==> config.mk <==
export PLATFORM = sky130hd
export DESIGN_NAME = uic_core
export DESIGN_NICKNAME = d
export VERILOG_FILES = /design/src/core/uic_pkg.sv /design/src/core/uic_core.sv /design/src/core/uic_irq_prio.sv /design/src/core/uic_rx_timeout.sv
export SDC_FILE = /design/constraint.sdc
export NUM_CORES = 1
export LEC_CHECK = 0
export BUFFER_PORTS_ARGS = -buffer_cell sky130_fd_sc_hd__buf_2
export CAP_MARGIN = 40
export CORE_MARGIN = 2
export CORE_UTILIZATION = 30
export CTS_CLUSTER_SIZE = 14
export DETAILED_ROUTE_END_ITERATION = 10
export PLACE_DENSITY = 0.51
export SYNTH_ARGS = -nofsm -noshare
export SYNTH_HDL_FRONTEND = slang
export SYNTH_SLANG_ARGS = --single-unit
==> constraint.sdc <==
create_clock -name clk -period 4.6 [get_ports clk]
set_clock_uncertainty 0.2 [all_clocks]
set_input_delay 0 -clock clk [delete_from_list [all_inputs] [get_ports clk]]
set_output_delay 0 -clock clk [all_outputs]
set_load 0.05 [all_outputs]
==> src/core/uic_pkg.sv <==
// constants shared by the line control and interrupt block
// assumes a 32-bit apb master and a 20 mhz system clock
package uic_pkg;
  // system clock rate
  localparam int CLK_HZ = 20_000_000;
  // apb byte addresses
  localparam int ADDR_W = 5;
  localparam logic [4:0] ADDR_DATA = 5'h00;
  localparam logic [4:0] ADDR_IER = 5'h04;
  localparam logic [4:0] ADDR_IIR = 5'h08;
  localparam logic [4:0] ADDR_LCR = 5'h0C;
  localparam logic [4:0] ADDR_LSR = 5'h14;
  localparam logic [4:0] ADDR_MSR = 5'h18;
  // interrupt enable fields
  localparam int IER_RDA = 0;
  localparam int IER_TX_HOLDING_EMPTY = 1;
  localparam int IER_RLS = 2;
  localparam int IER_MS = 3;
  // line format fields
  localparam int LCR_WLS = 0;
  localparam int LCR_STB = 2;
  localparam int LCR_PEN = 3;
  localparam int LCR_EPS = 4;
  localparam int LCR_STICK = 5;
  localparam int LCR_BRK = 6;
  localparam int LCR_DIVISOR_SELECT_BIT = 7;
  // fifo control fields
  localparam int FCR_EN = 0;
  localparam int FCR_RXCLR = 1;
  localparam int FCR_TXCLR = 2;
  localparam int FCR_TRIG = 6;
  // identification codes, low nibble
  localparam logic [3:0] IIR_NONE = 4'h1;
  localparam logic [3:0] IIR_RLS = 4'h6;
  localparam logic [3:0] IIR_RDA = 4'h4;
  localparam logic [3:0] IIR_TMO = 4'hC;
  localparam logic [3:0] IIR_TX_HOLDING_EMPTY = 4'h2;
  localparam logic [3:0] IIR_MS = 4'h0;
  // reset values
  localparam logic [7:0] LCR_RST = 8'h00;
  localparam logic [3:0] IER_RST = 4'h0;
  localparam logic [15:0] DIV_RST = 16'h0000;
  // receive trigger levels in bytes
  localparam logic [4:0] TRIG_1 = 5'h01;
  localparam logic [4:0] TRIG_4 = 5'h04;
  localparam logic [4:0] TRIG_8 = 5'h08;
  localparam logic [4:0] TRIG_14 = 5'h0E;
  // idle character times before a receive time-out
  localparam logic [2:0] TMO_CHARS = 3'h4;
  // stop length in half bit times
  localparam logic [2:0] STOP_ONE = 3'h2;
  localparam logic [2:0] STOP_ONE_HALF = 3'h3;
  localparam logic [2:0] STOP_TWO = 3'h4;
endpackage

==> src/core/uic_core.sv <==
// interrupt, line format and receive status logic of a serial element
// assumes apb master on clk; rx and tx datapaths run on clk too
// Operation
// - enable register's four bits gate five sources, upper zero
// - all enables clear: no interrupt output
// - five priority levels, highest one reported
// - ident bit 0 low while pending
// - line error interrupt until line status read
// - data available interrupt until buffer read
// - fifo time-out after four idle characters
// - tx empty cleared by ident read, write
// - modem change interrupt until modem read
// - ident upper bits follow fifo enable
// - format bits 1:0 pick five-eight data bits
// - bit 2 picks one, 1.5, two stops
// - receiver checks only first stop bit
// - bit 3 enables parity send and check
// - bit 4 selects even, else odd
// - bit 5 makes parity a fixed value
// - break bit forces serial output low
// - divisor select bit redirects low offsets
// - ready flag while received data unread
// - overrun on overwrite, cleared by status read
// - fifo overrun only when full, character dropped
// - status bits 1-4 raise line interrupt
// - fifo control bit 0 selects fifo mode
// - fifo mode: tx empty raised on empty
`timescale 1ns/1ps
`default_nettype none
module uic_core #(
  parameter int RX_DEPTH = 16
) (
  // clock and reset
  input wire logic clk,
  input wire logic rst,
  // apb slave
  input wire logic psel,
  input wire logic penable,
  input wire logic pwrite,
  input wire logic [31:0] paddr,
  input wire logic [31:0] pwdata,
  output logic [31:0] prdata,
  output logic pready,
  output logic pslverr,
  // receive datapath
  input wire logic rx_char_valid,
  input wire logic [7:0] rx_char_data,
  input wire logic rx_parity_in,
  input wire logic rx_stop_in,
  input wire logic rx_break,
  input wire logic char_tick,
  // transmit datapath
  input wire logic tx_empty,
  input wire logic tx_idle,
  input wire logic tx_line_in,
  output logic tx_wr_valid,
  output logic [7:0] tx_wr_data,
  output logic tx_parity_out,
  output logic tx_fifo_clear,
  output logic serial_out,
  // line format to datapaths
  output logic [1:0] word_len_sel,
  output logic [2:0] stop_halfbits,
  output logic parity_enable,
  output logic fifo_mode,
  output logic [15:0] divisor,
  // modem pins
  input wire logic cts_pin,
  input wire logic dsr_pin,
  input wire logic ri_pin,
  input wire logic dcd_pin,
  // interrupt
  output logic irq_output
);
  localparam int AW = $clog2(RX_DEPTH);
  localparam logic [AW:0] DEPTH_CNT = (AW + 1)'(RX_DEPTH);

  logic [3:0] irq_enable_reg;
  logic [7:0] line_format_reg;
  logic [7:0] dl_lo_reg, dl_hi_reg;
  logic [1:0] trig_sel_reg;
  logic [10:0] rx_mem [RX_DEPTH];
  logic [AW-1:0] wr_ptr_reg, rd_ptr_reg;
  logic [AW:0] rx_cnt_reg;
  logic overrun_reg, perr_reg, ferr_reg, brk_reg;
  logic tx_holding_empty_pend_reg, tx_empty_d_reg;
  logic [3:0] modem_s1_reg, modem_s2_reg, modem_d_reg, modem_delta_reg;
  logic tmo;
  logic [3:0] ident;
  logic setup, wr_acc, rd_acc, divisor_select_bit;
  logic rd_data, rd_lsr, rd_iir, rd_msr, wr_thr, wr_fcr;
  logic pop, rx_full, accept, overwrite, overrun_evt, head_load, rx_clear;
  logic [10:0] in_entry, head_entry;
  logic [4:0] trig_lvl;
  logic rda_cond;

  // mask of active data bits for the chosen length
  function automatic logic [7:0] len_mask(input logic [1:0] wls);
    logic [7:0] m;
    m = 8'hFF >> (2'h3 - wls);
    return m;
  endfunction

  // parity bit to send or expect for one character
  function automatic logic par_bit(input logic [7:0] d, input logic [7:0] line_format_control);
    logic p;
    p = ^(d & len_mask(line_format_control[uic_pkg::LCR_WLS +: 2]));
    if (line_format_control[uic_pkg::LCR_STICK]) begin
      p = ~line_format_control[uic_pkg::LCR_EPS];
    end else if (!line_format_control[uic_pkg::LCR_EPS]) begin
      p = ~p;
    end
    return p;
  endfunction

  // apb phase and address decode
  assign setup = psel && !penable;
  assign wr_acc = psel && penable && pwrite;
  assign rd_acc = psel && penable && !pwrite;
  assign divisor_select_bit = line_format_reg[uic_pkg::LCR_DIVISOR_SELECT_BIT];
  assign rd_data = rd_acc && !divisor_select_bit && paddr[4:0] == uic_pkg::ADDR_DATA;
  assign rd_lsr = rd_acc && paddr[4:0] == uic_pkg::ADDR_LSR;
  assign rd_iir = rd_acc && paddr[4:0] == uic_pkg::ADDR_IIR;
  assign rd_msr = rd_acc && paddr[4:0] == uic_pkg::ADDR_MSR;
  assign wr_thr = wr_acc && !divisor_select_bit && paddr[4:0] == uic_pkg::ADDR_DATA;
  assign wr_fcr = wr_acc && paddr[4:0] == uic_pkg::ADDR_IIR;

  // writable control registers
  always_ff @(posedge clk or posedge rst) begin
    if (rst) begin
      irq_enable_reg <= uic_pkg::IER_RST;
      line_format_reg <= uic_pkg::LCR_RST;
      dl_lo_reg <= uic_pkg::DIV_RST[7:0];
      dl_hi_reg <= uic_pkg::DIV_RST[15:8];
      fifo_mode <= 1'b0;
      trig_sel_reg <= 2'h0;
    end else if (wr_acc) begin
      case (paddr[4:0])
        uic_pkg::ADDR_DATA: begin
          if (divisor_select_bit) begin
            dl_lo_reg <= pwdata[7:0];
          end
        end
        uic_pkg::ADDR_IER: begin
          if (divisor_select_bit) begin
            dl_hi_reg <= pwdata[7:0];
          end else begin
            irq_enable_reg <= pwdata[3:0];
          end
        end
        uic_pkg::ADDR_IIR: begin
          fifo_mode <= pwdata[uic_pkg::FCR_EN];
          if (pwdata[uic_pkg::FCR_EN]) begin
            trig_sel_reg <= pwdata[uic_pkg::FCR_TRIG +: 2];
          end
        end
        uic_pkg::ADDR_LCR: begin
          line_format_reg <= pwdata[7:0];
        end
        default: begin
        end
      endcase
    end
  end

  // format outputs to the datapaths
  assign word_len_sel = line_format_reg[uic_pkg::LCR_WLS +: 2];
  assign parity_enable = line_format_reg[uic_pkg::LCR_PEN];
  assign divisor = {dl_hi_reg, dl_lo_reg};

  // registered stop length
  always_ff @(posedge clk or posedge rst) begin
    if (rst) begin
      stop_halfbits <= uic_pkg::STOP_ONE;
    end else if (!line_format_reg[uic_pkg::LCR_STB]) begin
      stop_halfbits <= uic_pkg::STOP_ONE;
    // shorter stop for five bits vs more
    end else if (word_len_sel == 2'h0) begin
      stop_halfbits <= uic_pkg::STOP_ONE_HALF;
    end else begin
      stop_halfbits <= uic_pkg::STOP_TWO;
    end
  end

  // transmit hand-off and line output
  always_ff @(posedge clk or posedge rst) begin
    if (rst) begin
      tx_wr_valid <= 1'b0;
      tx_wr_data <= 8'h00;
      tx_parity_out <= 1'b0;
      tx_fifo_clear <= 1'b0;
      serial_out <= 1'b1;
    end else begin
      tx_wr_valid <= wr_thr;
      tx_fifo_clear <= wr_fcr && (pwdata[uic_pkg::FCR_TXCLR] ||
                       pwdata[uic_pkg::FCR_EN] != fifo_mode);
      if (wr_thr) begin
        tx_wr_data <= pwdata[7:0] & len_mask(word_len_sel);
        tx_parity_out <= par_bit(pwdata[7:0], line_format_reg);
      end
      serial_out <= tx_line_in && !line_format_reg[uic_pkg::LCR_BRK];
    end
  end

  // receive buffer control
  assign pop = rd_data && rx_cnt_reg != '0;
  assign rx_full = fifo_mode ? rx_cnt_reg == DEPTH_CNT : rx_cnt_reg != '0;
  assign accept = rx_char_valid && (!rx_full || pop);
  assign overwrite = rx_char_valid && rx_full && !pop && !fifo_mode;
  // fifo full: character lost, flag at once
  assign overrun_evt = rx_char_valid && rx_full && !pop;
  assign rx_clear = wr_fcr && (pwdata[uic_pkg::FCR_RXCLR] ||
                    pwdata[uic_pkg::FCR_EN] != fifo_mode);
  assign head_entry = rx_mem[rd_ptr_reg];

  // incoming entry: data, break, framing, parity flags
  always_comb begin
    in_entry[7:0] = rx_break ? 8'h00 : (rx_char_data & len_mask(word_len_sel));
    in_entry[10] = rx_break;
    // only the first stop bit is checked
    in_entry[9] = !rx_break && !rx_stop_in;
    in_entry[8] = !rx_break && line_format_reg[uic_pkg::LCR_PEN] &&
                  (rx_parity_in != par_bit(rx_char_data, line_format_reg));
  end

  // receive storage
  always_ff @(posedge clk) begin
    if (accept) begin
      rx_mem[wr_ptr_reg] <= in_entry;
    end else if (overwrite) begin
      rx_mem[rd_ptr_reg] <= in_entry;
    end
  end

  // receive pointers and count
  always_ff @(posedge clk or posedge rst) begin
    if (rst) begin
      wr_ptr_reg <= '0;
      rd_ptr_reg <= '0;
      rx_cnt_reg <= '0;
    end else if (rx_clear) begin
      wr_ptr_reg <= '0;
      rd_ptr_reg <= '0;
      rx_cnt_reg <= '0;
    end else begin
      if (accept) begin
        wr_ptr_reg <= wr_ptr_reg + 1'b1;
      end
      if (pop) begin
        rd_ptr_reg <= rd_ptr_reg + 1'b1;
      end
      rx_cnt_reg <= rx_cnt_reg + (AW + 1)'(accept) - (AW + 1)'(pop);
    end
  end

  // error flags of the character now at the head
  assign head_load = (accept && (rx_cnt_reg == '0 || (pop && rx_cnt_reg == 1))) ||
                     overwrite;

  // line status error flags, set wins over read clear
  always_ff @(posedge clk or posedge rst) begin
    if (rst) begin
      overrun_reg <= 1'b0;
      perr_reg <= 1'b0;
      ferr_reg <= 1'b0;
      brk_reg <= 1'b0;
    end else begin
      overrun_reg <= overrun_evt || (overrun_reg && !rd_lsr);
      if (head_load) begin
        perr_reg <= in_entry[8] || (perr_reg && !rd_lsr);
        ferr_reg <= in_entry[9] || (ferr_reg && !rd_lsr);
        brk_reg <= in_entry[10] || (brk_reg && !rd_lsr);
      end else if (pop && rx_cnt_reg > 1) begin
        perr_reg <= rx_mem[rd_ptr_reg + 1'b1][8] || (perr_reg && !rd_lsr);
        ferr_reg <= rx_mem[rd_ptr_reg + 1'b1][9] || (ferr_reg && !rd_lsr);
        brk_reg <= rx_mem[rd_ptr_reg + 1'b1][10] || (brk_reg && !rd_lsr);
      end else if (rd_lsr) begin
        perr_reg <= 1'b0;
        ferr_reg <= 1'b0;
        brk_reg <= 1'b0;
      end
    end
  end

  // trigger level decode
  always_comb begin
    case (trig_sel_reg)
      2'h0: trig_lvl = uic_pkg::TRIG_1;
      2'h1: trig_lvl = uic_pkg::TRIG_4;
      2'h2: trig_lvl = uic_pkg::TRIG_8;
      default: trig_lvl = uic_pkg::TRIG_14;
    endcase
  end

  // data available by presence or trigger
  assign rda_cond = fifo_mode ? (5'(rx_cnt_reg) >= trig_lvl) : rx_cnt_reg != '0;

  // time-out with data held and no traffic
  uic_rx_timeout u_tmo (
    .clk(clk),
    .rst(rst),
    .armed(fifo_mode && rx_cnt_reg != '0),
    .activity(accept || pop),
    .char_tick(char_tick),
    .timed_out(tmo)
  );

  // transmit empty interrupt condition
  always_ff @(posedge clk or posedge rst) begin
    if (rst) begin
      tx_empty_d_reg <= 1'b0;
      tx_holding_empty_pend_reg <= 1'b0;
    end else begin
      tx_empty_d_reg <= tx_empty;
      // raised when the holding side empties
      if ((tx_empty && !tx_empty_d_reg) ||
          (tx_empty && wr_fcr && pwdata[uic_pkg::FCR_EN] != fifo_mode)) begin
        tx_holding_empty_pend_reg <= 1'b1;
      // cleared by ident read or data write
      end else if (wr_thr || (rd_iir && ident == uic_pkg::IIR_TX_HOLDING_EMPTY)) begin
        tx_holding_empty_pend_reg <= 1'b0;
      end
    end
  end

  // modem pin synchronisers and change flags
  always_ff @(posedge clk or posedge rst) begin
    if (rst) begin
      modem_s1_reg <= 4'h0;
      modem_s2_reg <= 4'h0;
      modem_d_reg <= 4'h0;
      modem_delta_reg <= 4'h0;
    end else begin
      modem_s1_reg <= {dcd_pin, ri_pin, dsr_pin, cts_pin};
      modem_s2_reg <= modem_s1_reg;
      modem_d_reg <= modem_s2_reg;
      // change flags cleared by modem read
      modem_delta_reg[0] <= (modem_s2_reg[0] ^ modem_d_reg[0]) ||
                            (modem_delta_reg[0] && !rd_msr);
      modem_delta_reg[1] <= (modem_s2_reg[1] ^ modem_d_reg[1]) ||
                            (modem_delta_reg[1] && !rd_msr);
      modem_delta_reg[2] <= (modem_s2_reg[2] && !modem_d_reg[2]) ||
                            (modem_delta_reg[2] && !rd_msr);
      modem_delta_reg[3] <= (modem_s2_reg[3] ^ modem_d_reg[3]) ||
                            (modem_delta_reg[3] && !rd_msr);
    end
  end

  uic_irq_prio u_prio (
    // status bits 1-4 feed line interrupt
    .line_err(irq_enable_reg[uic_pkg::IER_RLS] &&
              (overrun_reg || perr_reg || ferr_reg || brk_reg)),
    .rx_avail(irq_enable_reg[uic_pkg::IER_RDA] && rda_cond),
    .rx_tmo(irq_enable_reg[uic_pkg::IER_RDA] && tmo),
    .tx_holding_empty(irq_enable_reg[uic_pkg::IER_TX_HOLDING_EMPTY] && tx_holding_empty_pend_reg),
    .modem(irq_enable_reg[uic_pkg::IER_MS] && modem_delta_reg != 4'h0),
    .ident(ident)
  );

  // output is the inverse of ident bit 0, one cycle later
  always_ff @(posedge clk or posedge rst) begin
    if (rst) begin
      irq_output <= 1'b0;
    end else begin
      irq_output <= !ident[0];
    end
  end

  // read data, captured in the setup cycle
  always_ff @(posedge clk or posedge rst) begin
    if (rst) begin
      prdata <= 32'h0000_0000;
      pready <= 1'b0;
      pslverr <= 1'b0;
    end else begin
      pready <= setup;
      pslverr <= 1'b0;
      if (setup) begin
        prdata <= 32'h0000_0000;
        case (paddr[4:0])
          uic_pkg::ADDR_DATA: begin
            prdata[7:0] <= divisor_select_bit ? dl_lo_reg : head_entry[7:0];
          end
          uic_pkg::ADDR_IER: begin
            prdata[7:0] <= divisor_select_bit ? dl_hi_reg : {4'h0, irq_enable_reg};
          end
          uic_pkg::ADDR_IIR: begin
            prdata[7:0] <= {fifo_mode, fifo_mode, 2'h0, ident};
          end
          uic_pkg::ADDR_LCR: begin
            prdata[7:0] <= line_format_reg;
          end
          uic_pkg::ADDR_LSR: begin
            prdata[7:0] <= {1'b0, tx_idle, tx_empty, brk_reg, ferr_reg, perr_reg,
                            overrun_reg, rx_cnt_reg != '0};
          end
          uic_pkg::ADDR_MSR: begin
            prdata[7:0] <= {modem_s2_reg, modem_delta_reg};
          end
          default: begin
            pslverr <= 1'b1;
          end
        endcase
      end
    end
  end
endmodule
`default_nettype wire

==> src/core/uic_irq_prio.sv <==
// five-level interrupt priority encoder
// assumes pending sources are already gated by their enables
`timescale 1ns/1ps
`default_nettype none
module uic_irq_prio (
  // gated sources
  input wire logic line_err,
  input wire logic rx_avail,
  input wire logic rx_tmo,
  input wire logic tx_holding_empty,
  input wire logic modem,
  // encoded identity
  output logic [3:0] ident
);
  // highest pending source wins
  always_comb begin
    if (line_err) begin
      ident = uic_pkg::IIR_RLS;
    end else if (rx_avail) begin
      ident = uic_pkg::IIR_RDA;
    end else if (rx_tmo) begin
      ident = uic_pkg::IIR_TMO;
    end else if (tx_holding_empty) begin
      ident = uic_pkg::IIR_TX_HOLDING_EMPTY;
    end else if (modem) begin
      ident = uic_pkg::IIR_MS;
    end else begin
      ident = uic_pkg::IIR_NONE;
    end
  end
endmodule
`default_nettype wire

==> src/core/uic_rx_timeout.sv <==
// receive character time-out timer
// assumes char_tick pulses once per character time on clk
`timescale 1ns/1ps
`default_nettype none
module uic_rx_timeout (
  // clock and reset
  input wire logic clk,
  input wire logic rst,
  // conditions
  input wire logic armed,
  input wire logic activity,
  input wire logic char_tick,
  // result
  output logic timed_out
);
  logic [2:0] idle_reg;

  // count idle character times while data waits
  always_ff @(posedge clk or posedge rst) begin
    if (rst) begin
      idle_reg <= 3'h0;
      timed_out <= 1'b0;
    end else if (!armed || activity) begin
      idle_reg <= 3'h0;
      timed_out <= 1'b0;
    end else if (char_tick && !timed_out) begin
      idle_reg <= idle_reg + 3'h1;
      timed_out <= (idle_reg + 3'h1) == uic_pkg::TMO_CHARS;
    end
  end
endmodule
`default_nettype wire

==> results.toml <==
[logic_synthesis]
syn_avg_cell_area_um2 = 15.34
syn_area_mm2 = 0.01186
yosysSeqAreaShare_pct = 64.83
synth_top_area_cell = "edfxtp_1"
yosys_register_bits = 272
synth_edf_count = 176
synthesis.instances = 773
yosysWarnings = 0
async_flop_share_pct = 35.29
synth.top_cells.by_area = "edfxtp_1 (45%), dfrtp_1 (20%), mux4_2 (6.5%), mux2_2 (3.6%), mux4_1 (3.3%)"
yosysUniqueCellTypes = 70
synth-main-ff-cell = "edfxtp_1"
yosys.area.top_type_share_pct = 44.56

[route]
routedWlPerCell_um = 19.18
drt-total-wl_um = 28240
antenna_left = 0
drt_iter0_drc = 480
drc = 0
viasPerCell = 4.716
first_pass_iters = 5
via_count = 6942

[worst_setup_path]
cp_cell_sequence = "inv_1, ha_1, or4b_1, o21a_1, a21boi_2, inv_1, ha_1, ha_1, fa_1, a21oi_1, nor2_1, or3_1, a21oi_1"
cp_top_family = "adder cells"
critPathBufInv = 2
crit_top_cell = "ha_1"
crit_path_end_kind = "flip-flop"
reg2reg_depth = 13
start_kind = "flip-flop"
cpPeakStageDelay_ns = 0.59
cp.arrival_ns = 4.05
slowest_stage = "or4b_1"
critPathRequiredTime_ns = 4.86
cp_max_fo = 6
critPathKind = "flip-flop to flip-flop"
path_depth = 13

[finish]
syn2layout_area_growth_pct = 20.19
num-nets-final = 1042
num_antenna_cells = 0
nFillCells = 3673
fin_area_mm2 = 0.01426
instances_no_fill = 1472
drive_gt1_share_pct = 24.63
largest_register_ffs = 176
regMostFlops = "rx_mem"
fin_util_pct = 36.72
layout_commonest_cell = "edfxtp_1"
final_cell_mix = "edfxtp_1 (176), dfrtp_1 (93), buf_2 (83)"

[power_and_ir_drop]
powerDensity_mw_per_mm2 = 430.7
vdd_drop_max_v = 0.0002379
switchingPower_mw = 1.660
swShare_pct = 27.04
internal-power_mw = 4.480
power_frac_seq_pct = 49.1
p_clk_share_pct = 34.5
total_leakage_power_nw = 5.495
p_total_mw = 6.140
pwr-share-comb_pct = 16.4

[sta]
holdWs_ns = 0.03680
tns_ns = 0
max_slew_margin_pct = 39.88
slew_violations = 0
worst_slew_pin_slew_ns = 0.9000
post-route-min-period_ns = 3.789
period_share_pct = 82.36
max_freq_mhz = 263.9
setup_viol = 0
setup_ws_ns = 0.8113
hold_viol = 0
rsz0062_at_grt = "no"

[clock_tree]
path_clk_slew_ns = 0.06
clk_latency_ns = 0.56
clk_path_buf_depth = 3
cts_buffers = 30
htree_num_levels = 1
cts.sinks = 272
clockRootBuffer = "clkbuf_16"
cts_tree = "built"

[worst_hold_path]
min_path_type = "input pin to flip-flop"
timing.hold.worst_path_depth = 3

[placed_design]
gp_congestion = 0.8932
hpwl_um = 19620
postPlaceCellArea_mm2 = 0.01288
place_ws_ns = 0.7925
place_inst = 1370
portBuffers = 83

[die]
dieHeight_um = 202.8
core_mm2 = 0.03883
start_util_pct = 30.55
die_w_um = 202.8
rows = 72
ios = 159
die_area_mm2 = 0.04114

[global_route]
grt_pass1_vias = 6998
grtUsageTotal_pct = 13.70
antenna_found_initial = 0
grt_overflow_total = 0
grt_max_degree = 56
grt_pass1_wl_um = 43160

[job]
maxCapViolCount = 0

[status]
status = "complete, no violations"
## final timing paths
kind | startpoint | end | slack, ns
max reg2reg | rx_cnt_reg[2] | rx_cnt_reg[4] | 0.81
min in group asynchronous | rst | u_tmo.idle_reg[2] | 0.51
min reg2reg | modem_s1_reg[3] | modem_s2_reg[3] | 0.15
max in group asynchronous | rst | rd_ptr_reg[0] | 2.61
min | tx_line_in | serial_out | 0.04
max | rx_cnt_reg[2] | rx_cnt_reg[4] | 0.81
## logic make-up after synthesis
logic type / Yosys count / synth area share, %
and+or+nand+nor: 181 / 7.405
DFF: 272 / 64.83
buffers and inverters: 80 / 3.819
AOI/OAI and AO/OA: 101 / 5.833
muxes: 96 / 14.15
other: 1 / 0.03162
xor gates and xnor gates: 25 / 2.078
adders and majority gates: 17 / 1.857
## timing repair
item / 4_1_cts / 5_1_grt
hold buffers: 51 / 0
hold endpoints to repair: 289 / 0
setup buffers: 0 / 0
gates resized for setup: 0 / 0
## worst min-delay path, stage by stage
cell           delay (ns)
dlygate4sd3_1        0.53
buf_2                0.12
nor2b_1              0.12
## synthesized netlist by cell type (21+ instances only)
library cell  count
mux4_2           34
a21oi_1          27
edfxtp_1        176
nor2_1           53
clkbuf_1         21
nand2_1          55
buf_4            26
dfrtp_1          94
mux2_2           38
inv_1            22
## power by group through the flow
stage	Combinational (mW)	Clock, mW	Sequential, mW
after floorplan	0.660	0	3.07
after global placement	0.981	0	3.06
after detailed placement	0.990	0	3.06
after CTS	1.03	2.19	3.01
after global routing	1.13	2.29	3.04
final	1.01	2.12	3.01
## layout make-up
cell class,count,area (um2),area share [%]
Tap cell,518,648.1,4.546
Clock inverter,7,41.29,0.2896
Sequential cell,272,7691,53.95
Multi-Input combinational cell,444,3805,26.69
Clock buffer,43,819.5,5.749
Timing Repair Buffer,166,1166,8.180
Inverter,22,85.08,0.5968
## metal layers
| metal | wire length [um] | track usage [%] | part of all wire [%] | vias to the layer above |
|---|---|---|---|---|
| met3 | 1379 | 2.151 | 4.9 | 43 |
| met1 | 13300 | 19.48 | 47 | 3469 |
| met5 | 0 | 0 | 0 | - |
| met2 | 12850 | 21.82 | 46 | 207 |
| li1 | - | - | - | 3223 |
| met4 | 705 | 3.754 | 2.5 | 0 |
(Power assumes the default switching activity.)
